`src/logic/rlr_cfg.svh`:
```
// Constants for the return-with-literal and rotate-through-carry unit.
`ifndef RLR_CFG_SVH
`define RLR_CFG_SVH
`define RLR_DATA_W 8
`define RLR_ADDR_W 7
`define RLR_PC_W 15
`define RLR_RET_CYCLES 2'd2
`define RLR_DEST_W 1'b0
`define RLR_DEST_F 1'b1
`define RLR_MSB 7
`define RLR_LSB 0
`endif

```
`src/logic/rlr_pkg.sv`:
```
// Types shared by the return-with-literal and rotate-through-carry unit.
`include "rlr_cfg.svh"
package rlr_pkg;
    typedef enum logic [1:0] {
        RLR_OP_NONE,
        RLR_OP_RET_LIT,
        RLR_OP_ROT_LEFT,
        RLR_OP_ROT_RIGHT
    } rlr_op_t;

    typedef struct packed {
        rlr_op_t op;
        logic [`RLR_DATA_W-1:0] literal;
        logic [`RLR_ADDR_W-1:0] faddr;
        logic dest;
    } rlr_instr_t;

    typedef struct packed {
        logic [`RLR_DATA_W-1:0] data;
        logic carry;
    } rlr_rot_t;
endpackage

```
`src/logic/rlr_exec.sv`:
```
// Execution unit for return-with-literal and rotate-through-carry.
// Notes on behaviour
// - Return-with-literal loads its 8-bit literal into the working register.
// - Return-with-literal pops the return stack and loads PC from its top.
// - Return-with-literal takes two cycles and leaves status flags alone.
// - Rotate left: carry into bit 0, old bit 7 becomes carry.
// - Rotate left writes to working register on 0, source on 1.
// - Rotate right: carry into bit 7, old bit 0 becomes carry.
// - Rotate right writes to working register on 0, source on 1.
`timescale 1ns/100ps
`include "rlr_cfg.svh"
module rlr_exec
    import rlr_pkg::*;
#(
    parameter int PC_W = `RLR_PC_W
)(
    input wire logic clk_i,                       // Instruction clock
    input wire logic rst_n_i,                     // Async reset, active low
    input wire logic ce_i,                        // Clock enable
    input wire logic issue_i,                     // Instruction offered
    input wire rlr_instr_t instr_i,               // Decoded instruction
    input wire logic [`RLR_DATA_W-1:0] fdata_i,   // Addressed file register
    input wire logic carry_i,                     // Current carry flag
    input wire logic [PC_W-1:0] top_of_return_stack_i, // Stack top
    output logic busy_o,                          // Second return cycle
    output logic done_o,                          // Instruction completes
    output logic [`RLR_ADDR_W-1:0] faddr_o,       // File register address
    output logic [`RLR_DATA_W-1:0] w_o,           // Working register data
    output logic w_we_o,                          // Working register write
    output logic [`RLR_DATA_W-1:0] f_o,           // File register data
    output logic f_we_o,                          // File register write
    output logic carry_o,                         // New carry value
    output logic carry_we_o,                      // Carry write
    output logic stack_pop_o,                     // Pop return stack
    output logic [PC_W-1:0] pc_o,                 // New program counter
    output logic pc_we_o                          // Program counter load
);
    typedef enum logic {
        RLR_ST_IDLE,
        RLR_ST_RET2
    } rlr_state_t;

    rlr_state_t state_r, state_nxt;
    rlr_rot_t rot;
    logic accept;
    logic [`RLR_DATA_W-1:0] w_r, w_nxt, f_r, f_nxt;
    logic [PC_W-1:0] pc_r, pc_nxt;
    logic w_we_r, w_we_nxt, f_we_r, f_we_nxt;
    logic c_r, c_nxt, c_we_r, c_we_nxt;
    logic pop_r, pop_nxt, pcwe_r, pcwe_nxt, done_r, done_nxt;

    rlr_rotator i_rlr_rotator (
        .data_i(fdata_i),
        .carry_i(carry_i),
        .left_i(instr_i.op == RLR_OP_ROT_LEFT),
        .result_o(rot)
    );

    ////////////////////////////////////////////////////////////////////////
    // A return occupies the unit for a second cycle; new issues are ignored
    // then, so the sequencer must hold off while busy_o is high.
    assign busy_o = (state_r == RLR_ST_RET2);
    assign accept = issue_i && !busy_o;
    assign faddr_o = instr_i.faddr;

    always_comb begin
        state_nxt = state_r;
        w_nxt = w_r;
        f_nxt = f_r;
        pc_nxt = pc_r;
        c_nxt = c_r;
        w_we_nxt = 1'b0;
        f_we_nxt = 1'b0;
        c_we_nxt = 1'b0;
        pop_nxt = 1'b0;
        pcwe_nxt = 1'b0;
        done_nxt = 1'b0;
        case (state_r)
            RLR_ST_IDLE: begin
                if (accept) begin
                    case (instr_i.op)
                        RLR_OP_RET_LIT: begin
                            w_nxt = instr_i.literal;
                            pc_nxt = top_of_return_stack_i;
                            state_nxt = RLR_ST_RET2;
                        end
                        RLR_OP_ROT_LEFT, RLR_OP_ROT_RIGHT: begin
                            c_nxt = rot.carry;
                            c_we_nxt = 1'b1;
                            done_nxt = 1'b1;
                            if (instr_i.dest == `RLR_DEST_W) begin
                                w_nxt = rot.data;
                                w_we_nxt = 1'b1;
                            end else begin
                                f_nxt = rot.data;
                                f_we_nxt = 1'b1;
                            end
                        end
                        default: begin
                        end
                    endcase
                end
            end
            RLR_ST_RET2: begin
                // Results commit at the end of the second cycle; no flags.
                w_we_nxt = 1'b1;
                pop_nxt = 1'b1;
                pcwe_nxt = 1'b1;
                done_nxt = 1'b1;
                state_nxt = RLR_ST_IDLE;
            end
            default: state_nxt = RLR_ST_IDLE;
        endcase
    end

    always_ff @(posedge clk_i or negedge rst_n_i) begin
        if (!rst_n_i) begin
            state_r <= RLR_ST_IDLE;
            w_r <= '0;
            f_r <= '0;
            pc_r <= '0;
            c_r <= 1'b0;
            w_we_r <= 1'b0;
            f_we_r <= 1'b0;
            c_we_r <= 1'b0;
            pop_r <= 1'b0;
            pcwe_r <= 1'b0;
            done_r <= 1'b0;
        end else if (ce_i) begin
            state_r <= state_nxt;
            w_r <= w_nxt;
            f_r <= f_nxt;
            pc_r <= pc_nxt;
            c_r <= c_nxt;
            w_we_r <= w_we_nxt;
            f_we_r <= f_we_nxt;
            c_we_r <= c_we_nxt;
            pop_r <= pop_nxt;
            pcwe_r <= pcwe_nxt;
            done_r <= done_nxt;
        end
    end

    assign w_o = w_r;
    assign w_we_o = w_we_r;
    assign f_o = f_r;
    assign f_we_o = f_we_r;
    assign carry_o = c_r;
    assign carry_we_o = c_we_r;
    assign stack_pop_o = pop_r;
    assign pc_o = pc_r;
    assign pc_we_o = pcwe_r;
    assign done_o = done_r;

    ////////////////////////////////////////////////////////////////////////
    // Cycle counts below are in enabled edges; a low clock enable stretches
    // an instruction but must not change what it does.
    ret_literal_a: assert property (
        @(posedge clk_i) disable iff (!rst_n_i)
        ce_i && accept && instr_i.op == RLR_OP_RET_LIT ##1 ce_i [*1]
        |=> w_we_o && w_o == $past(instr_i.literal, 2))
        else $error("literal not delivered to working register");
    ret_pop_pc_a: assert property (
        @(posedge clk_i) disable iff (!rst_n_i)
        ce_i && accept && instr_i.op == RLR_OP_RET_LIT ##1 ce_i
        |=> stack_pop_o && pc_we_o
            && pc_o == $past(top_of_return_stack_i, 2))
        else $error("return did not pop stack into program counter");
    ret_two_cycle_a: assert property (
        @(posedge clk_i) disable iff (!rst_n_i)
        ce_i && accept && instr_i.op == RLR_OP_RET_LIT
        |=> busy_o && !done_o && !carry_we_o)
        else $error("return finished early or touched carry");
    ret_no_flag_a: assert property (
        @(posedge clk_i) disable iff (!rst_n_i)
        pc_we_o |-> !carry_we_o && !f_we_o)
        else $error("return changed a flag or file register");
    ret_wait_a: assert property (
        @(posedge clk_i) disable iff (!rst_n_i)
        busy_o |-> !w_we_o && !pc_we_o && !stack_pop_o && !done_o)
        else $error("return committed in its first cycle");
    busy_refuse_a: assert property (
        @(posedge clk_i) disable iff (!rst_n_i)
        ce_i && busy_o |=> !busy_o && done_o && !carry_we_o && !f_we_o)
        else $error("issue taken while busy or return stretched");
    ce_hold_a: assert property (
        @(posedge clk_i) disable iff (!rst_n_i)
        !ce_i |=> $stable(busy_o) && $stable(done_o) && $stable(w_o)
            && $stable(f_o) && $stable(pc_o) && $stable(carry_o))
        else $error("state moved while clock enable was low");
    rot_left_a: assert property (
        @(posedge clk_i) disable iff (!rst_n_i)
        ce_i && accept && instr_i.op == RLR_OP_ROT_LEFT
        |=> carry_o == $past(fdata_i[`RLR_MSB]) && (w_we_o ? w_o : f_o)
            == {$past(fdata_i[`RLR_MSB-1:`RLR_LSB]), $past(carry_i)})
        else $error("rotate left result wrong");
    rot_left_dest_a: assert property (
        @(posedge clk_i) disable iff (!rst_n_i)
        ce_i && accept && instr_i.op == RLR_OP_ROT_LEFT
        |=> f_we_o == $past(instr_i.dest) && w_we_o != f_we_o)
        else $error("rotate left destination wrong");
    rot_right_a: assert property (
        @(posedge clk_i) disable iff (!rst_n_i)
        ce_i && accept && instr_i.op == RLR_OP_ROT_RIGHT
        |=> carry_o == $past(fdata_i[`RLR_LSB]) && (w_we_o ? w_o : f_o)
            == {$past(carry_i), $past(fdata_i[`RLR_MSB:`RLR_LSB+1])})
        else $error("rotate right result wrong");
    rot_right_dest_a: assert property (
        @(posedge clk_i) disable iff (!rst_n_i)
        ce_i && accept && instr_i.op == RLR_OP_ROT_RIGHT
        |=> f_we_o == $past(instr_i.dest) && w_we_o != f_we_o)
        else $error("rotate right destination wrong");
    rot_single_a: assert property (
        @(posedge clk_i) disable iff (!rst_n_i)
        ce_i && accept
        && instr_i.op inside {RLR_OP_ROT_LEFT, RLR_OP_ROT_RIGHT}
        |=> done_o && carry_we_o && !busy_o && !pc_we_o && !stack_pop_o)
        else $error("rotate not single cycle");
    rot_keep_pc_a: assert property (
        @(posedge clk_i) disable iff (!rst_n_i)
        carry_we_o |-> !pc_we_o && !stack_pop_o && !busy_o)
        else $error("rotate touched the program counter");
    op_none_a: assert property (
        @(posedge clk_i) disable iff (!rst_n_i)
        ce_i && accept && instr_i.op == RLR_OP_NONE
        |=> !done_o && !busy_o && !carry_we_o && !w_we_o && !f_we_o)
        else $error("empty issue produced a result");
endmodule

```
`src/logic/rlr_rotator.sv`:
```
// Rotate-through-carry datapath, one position left or right.
`timescale 1ns/100ps
`include "rlr_cfg.svh"
module rlr_rotator
    import rlr_pkg::*;
(
    input wire logic [`RLR_DATA_W-1:0] data_i, // Source register value
    input wire logic carry_i,                  // Carry before the rotate
    input wire logic left_i,                   // High rotates left
    output rlr_rot_t result_o                  // Rotated data and new carry
);
    always_comb begin
        if (left_i) begin
            result_o.data = {data_i[`RLR_MSB-1:`RLR_LSB],
                             carry_i};
            result_o.carry = data_i[`RLR_MSB];
        end else begin
            result_o.data = {carry_i,
                             data_i[`RLR_MSB:`RLR_LSB+1]};
            result_o.carry = data_i[`RLR_LSB];
        end
    end
endmodule

```
`config.mk`:
```
export PLATFORM = sky130hd
export DESIGN_NAME = rlr_exec
export DESIGN_NICKNAME = d
export VERILOG_FILES = /design/src/logic/rlr_pkg.sv /design/src/logic/rlr_exec.sv /design/src/logic/rlr_rotator.sv
export VERILOG_INCLUDE_DIRS = /design/src /design/src/logic
export SDC_FILE = /design/constraint.sdc
export NUM_CORES = 1
export LEC_CHECK = 0
export BUFFER_PORTS_ARGS = -buffer_cell sky130_fd_sc_hd__buf_2
export CORE_MARGIN = 5
export CORE_UTILIZATION = 48
export CTS_CLUSTER_DIAMETER = 50
export CTS_CLUSTER_SIZE = 20
export DETAILED_ROUTE_END_ITERATION = 10
export GPL_ROUTABILITY_DRIVEN = 0
export PLACE_DENSITY = 0.89
export SLEW_MARGIN = 25
export SYNTH_ARGS = -nofsm -noshare
export SYNTH_HDL_FRONTEND = slang
export SYNTH_HIERARCHICAL = 1
export SYNTH_SLANG_ARGS = --single-unit
```
`constraint.sdc`:
```
create_clock -name clk_i -period 5.2 [get_ports clk_i]
set_clock_uncertainty 0.15 [all_clocks]
set_input_delay 0.26 -clock clk_i [delete_from_list [all_inputs] [get_ports clk_i]]
set_output_delay 0.26 -clock clk_i [all_outputs]
set_load 0.02 [all_outputs]
```
==> metrics.csv, run 1 <==
metric,value,unit
cp.depth,5,
leakage,1.13,nW
power,0.911,mW
synth_area_per_cell,14.7,sq um
viasPerCell,5.04,
die_y,71.4,um
cp-start-kind,input pin,
worstMarginPinSlew,1.08,ns
routedWlPerCell,17.1,um
synth_warnings,6,
synth_cell_type_count,19,
pwr_density_cell,403,mW/mm^2
worst-path-max-fanout,15,
boundaryPins,92,
first_pass_iters,4,
grt-ovfl-total,0,
reg2reg_depth,2,
synth_cells,123,
crit_family,simple AND/OR/NAND/NOR gates,
start_util,49.4,%
syn-cell-area,0.00181,sq mm
p_int,0.621,mW
timing_hold_violations_final,0,
cts-resized-gates,0,
diodes,0,
synth_area_leaders,"dfrtp_1 (53%), mux2_2 (26%), mux2_4 (7.5%)",
fill_cells,300,
nNetsFinal,239,
rsz0062_at_grt,false,
numPortBuffers,77,
multi_input_area,731,sq um
vias,1220,
end_kind,register,
ir_drop,0.280,mV
clock_latency,0.29,ns
fin_tns_setup,0,ns
max_freq,423,MHz
period_minus_slack,2.36,ns
period_share,45.5,%
status,finished clean,
cpPeakStageDelay,0.91,ns
gr-usage-all-layers,16.8,%
drive_gt1_share,71.1,%
detail-route-antenna-nets,0,
p_clk_share,26.6,%
syn2layout_area_growth,25.1,%
total_switching_power,0.290,mW
h-tree-depth,2,
dpl.hpwl,3160,um
post-route-drc-count,0,
synth_area_leader_cell,dfrtp_1,
drt-total-wl,4130,um
worst_hold_path.num_cells,2,
drtIter0Drc,9,
required,5.22,ns
grt_max_degree,39,
arrival,2.39,ns
yosysSeqAreaShare,52.6,%
rows,22,
core,0.00366,sq mm
ys_ff_latch,38,
regArea,951,sq um
numCtsBuffers,5,
seq_power_share,43.3,%
crit_path_frequent_cell,mux2_2,
antenna_found_initial,0,
clock_path_buffers,2,
crit_path_top_delay_cell,nor2b_1,
numClockSinks,38,
cts_tree,yes,
sw_frac_of_total,31.8,%
worstPathCellList,"buf_2, nor2b_1, mux2_4, mux2_2, mux2_2",
comb_power_share,30.2,%
cts_root_buf,clkbuf_8,
maxSlewHeadroom,27.7,%
most-common-layout-cells,"buf_2 (77), mux2_2 (41), dfrtp_1 (38)",
slew_viol_final,0,
die_x,71.4,um
die_area,0.00509,sq mm
setup_viol,0,
holdWs,0.0472,ns
final_common_cell,buf_2,
drv_cap,0,
grt_pass1_wl,6670,um
postCtsSetupBuffers,0,
syn_nets,169,
path_clk_slew,0.08,ns
yosysTopAreaCellShare,52.6,%
critical_path_class,input pin to register,
grt_pass1_vias,1341,
hold_class,input pin to register,
crit_buf_inv,1,
==> metal layers <==
metal  track usage [%]  wire length [um]  up-vias
met4              4.38                39        0
met1              20.3              1660      613
li1                  -                 -      565
met3              6.59               271        4
met5                 0                 0        -
met2              28.1              2160       38
==> power groups by stage <==
stage / sequential, mW / combinational (mW) / clock (mW)
detailed placement: 0.399 / 0.277 / 0
global placement: 0.398 / 0.270 / 0
global route: 0.403 / 0.294 / 0.261
finish: 0.394 / 0.275 / 0.242
CTS: 0.395 / 0.279 / 0.246
floorplan: 0.479 / 0.0973 / 0
==> worst paths after layout <==
check / to / slack, ns / from
worst max-delay path: w_o[1] / 2.84 / instr_i[17]
worst min register to register: pc_o[10] / 0.35 / pc_o[10]
min in group asynchronous: pc_o[4] / 0.46 / rst_n_i
worst max register to register: pc_o[8] / 3.09 / busy_o
max in group asynchronous: f_we_o / 3.92 / rst_n_i
worst min-delay path: pc_o[7] / 0.05 / top_of_return_stack_i[7]
==> state kept, by name, summed over array words and instances (netlist names) <==
| name | count |
|---|---|
| busy_o | 1 |
| carry_o | 1 |
| carry_we_o | 1 |
| done_o | 1 |
| f_o | 8 |
| f_we_o | 1 |
| pc_o | 15 |
| pc_we_o | 1 |
| w_o | 8 |
| w_we_o | 1 |
==> area by class of cell <==
| type | count | share of cell area [%] |
|---|---|---|
| inverters | 4 | 0.664 |
| flip-flops and latches | 38 | 42.1 |
| repair buffers | 78 | 17.5 |
| well taps | 48 | 2.66 |
| multi-input cells | 66 | 32.3 |
| clock inverters | 3 | 1.77 |
| clock buffers | 5 | 3.04 |
==> synthesized netlist by cell type, drive strengths merged <==
cell type and instances:
clkbuf 1, nor2b 1, o21ai 2, nand4b 1
nor4b 1, a2111oi 1, inv 4, a31oi 1
a21o 1, mux2 50, or2 1, nand2 1
nor2 3, a21oi 3, buf 14, dfrtp 38
==> stage by stage <==
stage	utilization (%)	instance area [sq um]	worst slack (ns)	cells
detailed placement	58.5	2140	2.60	233
global placement	58.5	2140	2.66	233
finish	61.8	2260	2.84	242
global route	61.8	2260	2.78	242
floorplan	-	1810	3.05	123
CTS	61.8	2260	2.87	242
==> cells by family after synthesis <==
family	Yosys count	share of synthesized area, %
AO/OA/AOI/OAI	8	3.67
buffers and inverters	19	6.99
flip-flops	38	52.6
multiplexers	50	33.0
AND/OR/NAND/NOR	8	3.74
==> timing repair <==
action / CTS / global route
hold endpoints to repair: 38 / 0
endpoints found under the setup margin: 0 / 0
hold buffers: 1 / 0
No activity file was read; power rests on OpenSTA's default activity.
==> inputs of run 2 (changes only) <==
CORE_UTILIZATION = 45   (was 48)
PLACE_DENSITY = 0.84   (was 0.89)
clock period = 2.2 ns   (was 5.2 ns; I/O delays follow)
==> run 2 against run 1 <==
Net effect: final cell count up 8.7%; combinational power grew 140%; global-route usage down 0.60 points; cell area rose by 7.2%; via count up 3.9%.
==> metrics.csv, run 2 (same netlist as run 1, synthesis figures left out) <==
metric,value,unit
final_common_cell,buf_2,
grt_pass1_wl,6530,um
p_clk_share,22.3,%
period_minus_slack,1.94,ns
dpl.hpwl,2990,um
setup_viol,0,
final_area,0.00242,sq mm
viasPerCell,4.82,
reg2reg_depth,3,
numClockSinks,38,
cts_hold_buf,17,
antenna_found_initial,0,
numPortBuffers,77,
cts-resized-gates,0,
path_clk_slew,0.07,ns
rows,23,
hold_class,input pin to register,
status,finished clean,
sw_frac_of_total,33.2,%
die_x,73.4,um
worst-path-max-fanout,10,
syn2layout_area_growth,34.0,%
period_share,88.1,%
p_int,1.38,mW
pwr_density_cell,851,mW/mm^2
grt-ovfl-total,0,
start_util,45.9,%
critical_path_class,input pin to register,
slew_viol_final,0,
comb_power_share,32.7,%
detail-route-antenna-nets,0,
die_area,0.00539,sq mm
cpPeakStageDelay,0.61,ns
clock_path_buffers,2,
worst_hold_path.num_cells,3,
seq_power_share,45.0,%
core,0.00394,sq mm
grt_max_degree,39,
rsz0062_at_grt,false,
largest_register_ff_count,15,
cp-start-kind,input pin,
most-common-layout-cells,"buf_2 (77), mux2_2 (41), dfrtp_1 (38)",
h-tree-depth,2,
required,2.22,ns
nNetsFinal,258,
crit_path_top_delay_cell,a2111oi_4,
drv_cap,0,
maxSlewHeadroom,45.3,%
routedWlPerCell,15.2,um
diodes,0,
postCtsSetupBuffers,0,
first_pass_iters,3,
worstPathCellList,"dlygate4sd3_1, buf_2, nand2_4, a2111oi_4, mux2_2",
total_switching_power,0.684,mW
timing_hold_violations_final,0,
post-route-drc-count,0,
die_y,73.4,um
ir_drop,0.493,mV
leakage,1.20,nW
max_freq,516,MHz
clock_latency,0.28,ns
worstMarginPinSlew,0.820,ns
cts_tree,yes,
numCtsBuffers,5,
drive_gt1_share,65.7,%
power,2.06,mW
cts_root_buf,clkbuf_8,
boundaryPins,92,
gr-usage-all-layers,16.2,%
drtIter0Drc,26,
drt-total-wl,4000,um
fin_tns_setup,0,ns
end_kind,register,
arrival,1.96,ns
dpl_cell_area,0.00217,sq mm
vias,1268,
grt_pass1_vias,1363,
[run 2: critical path: cells and delay by family]
family	cells	cell delay (ns)
compound gates	1	0.61
buf+inv	2	0.73
mux	1	0.41
simple gates	1	0.09
[run 2: metrics by stage]
stage / utilization [%] / cells / hold WS [ns] / setup slack (ns)
floorplan: - / 123 / -0.336 / 0.199
global placement: 55.0 / 238 / 0.0701 / 0.460
detailed placement: 55.0 / 238 / 0.0701 / 0.450
CTS: 61.5 / 263 / 0.0268 / 0.258
global route: 61.5 / 263 / 0.0230 / 0.159
finish: 61.5 / 263 / 0.0349 / 0.261
[run 2: cell type report]
class                      count  area (sq um)
clock inverter                 2          13.8
inverter                       4          15.0
timing repair buffer          97           578
sequential                    38           951
fill                         299          1520
multi-input combinational     66           731
tap                           50          62.6
clock buffer                   6          72.6
[run 2: layer usage]
layer | share of wire [%] | GRT usage (%) | wire length, um | vias up
met5 | 0 | 0 | 0 | -
met4 | 2.0 | 6.24 | 79 | 0
met3 | 9.8 | 7.93 | 393 | 15
met2 | 49 | 25.7 | 1980 | 56
met1 | 39 | 18.8 | 1550 | 597
li1 | - | - | - | 600
[run 2: final timing paths]
path | from | slack [ns] | end
setup / recovery | ce_i | 0.26 | w_o[5]
hold / removal | instr_i[15] | 0.03 | w_o[7]
setup reg to reg | busy_o | 0.46 | f_o[3]
hold reg to reg | pc_o[7] | 0.36 | pc_o[7]
max in group asynchronous | rst_n_i | 1.08 | carry_o
min in group asynchronous | rst_n_i | 0.30 | pc_o[7]
[run 2: power by group through the flow]
stage	sequential (mW)	combinational [mW]	clock [mW]
final	0.929	0.673	0.460
after detailed placement	0.941	0.657	0
after global routing	0.953	0.724	0.512
after floorplan	1.13	0.230	0
after global placement	0.934	0.642	0
after CTS	0.931	0.680	0.477
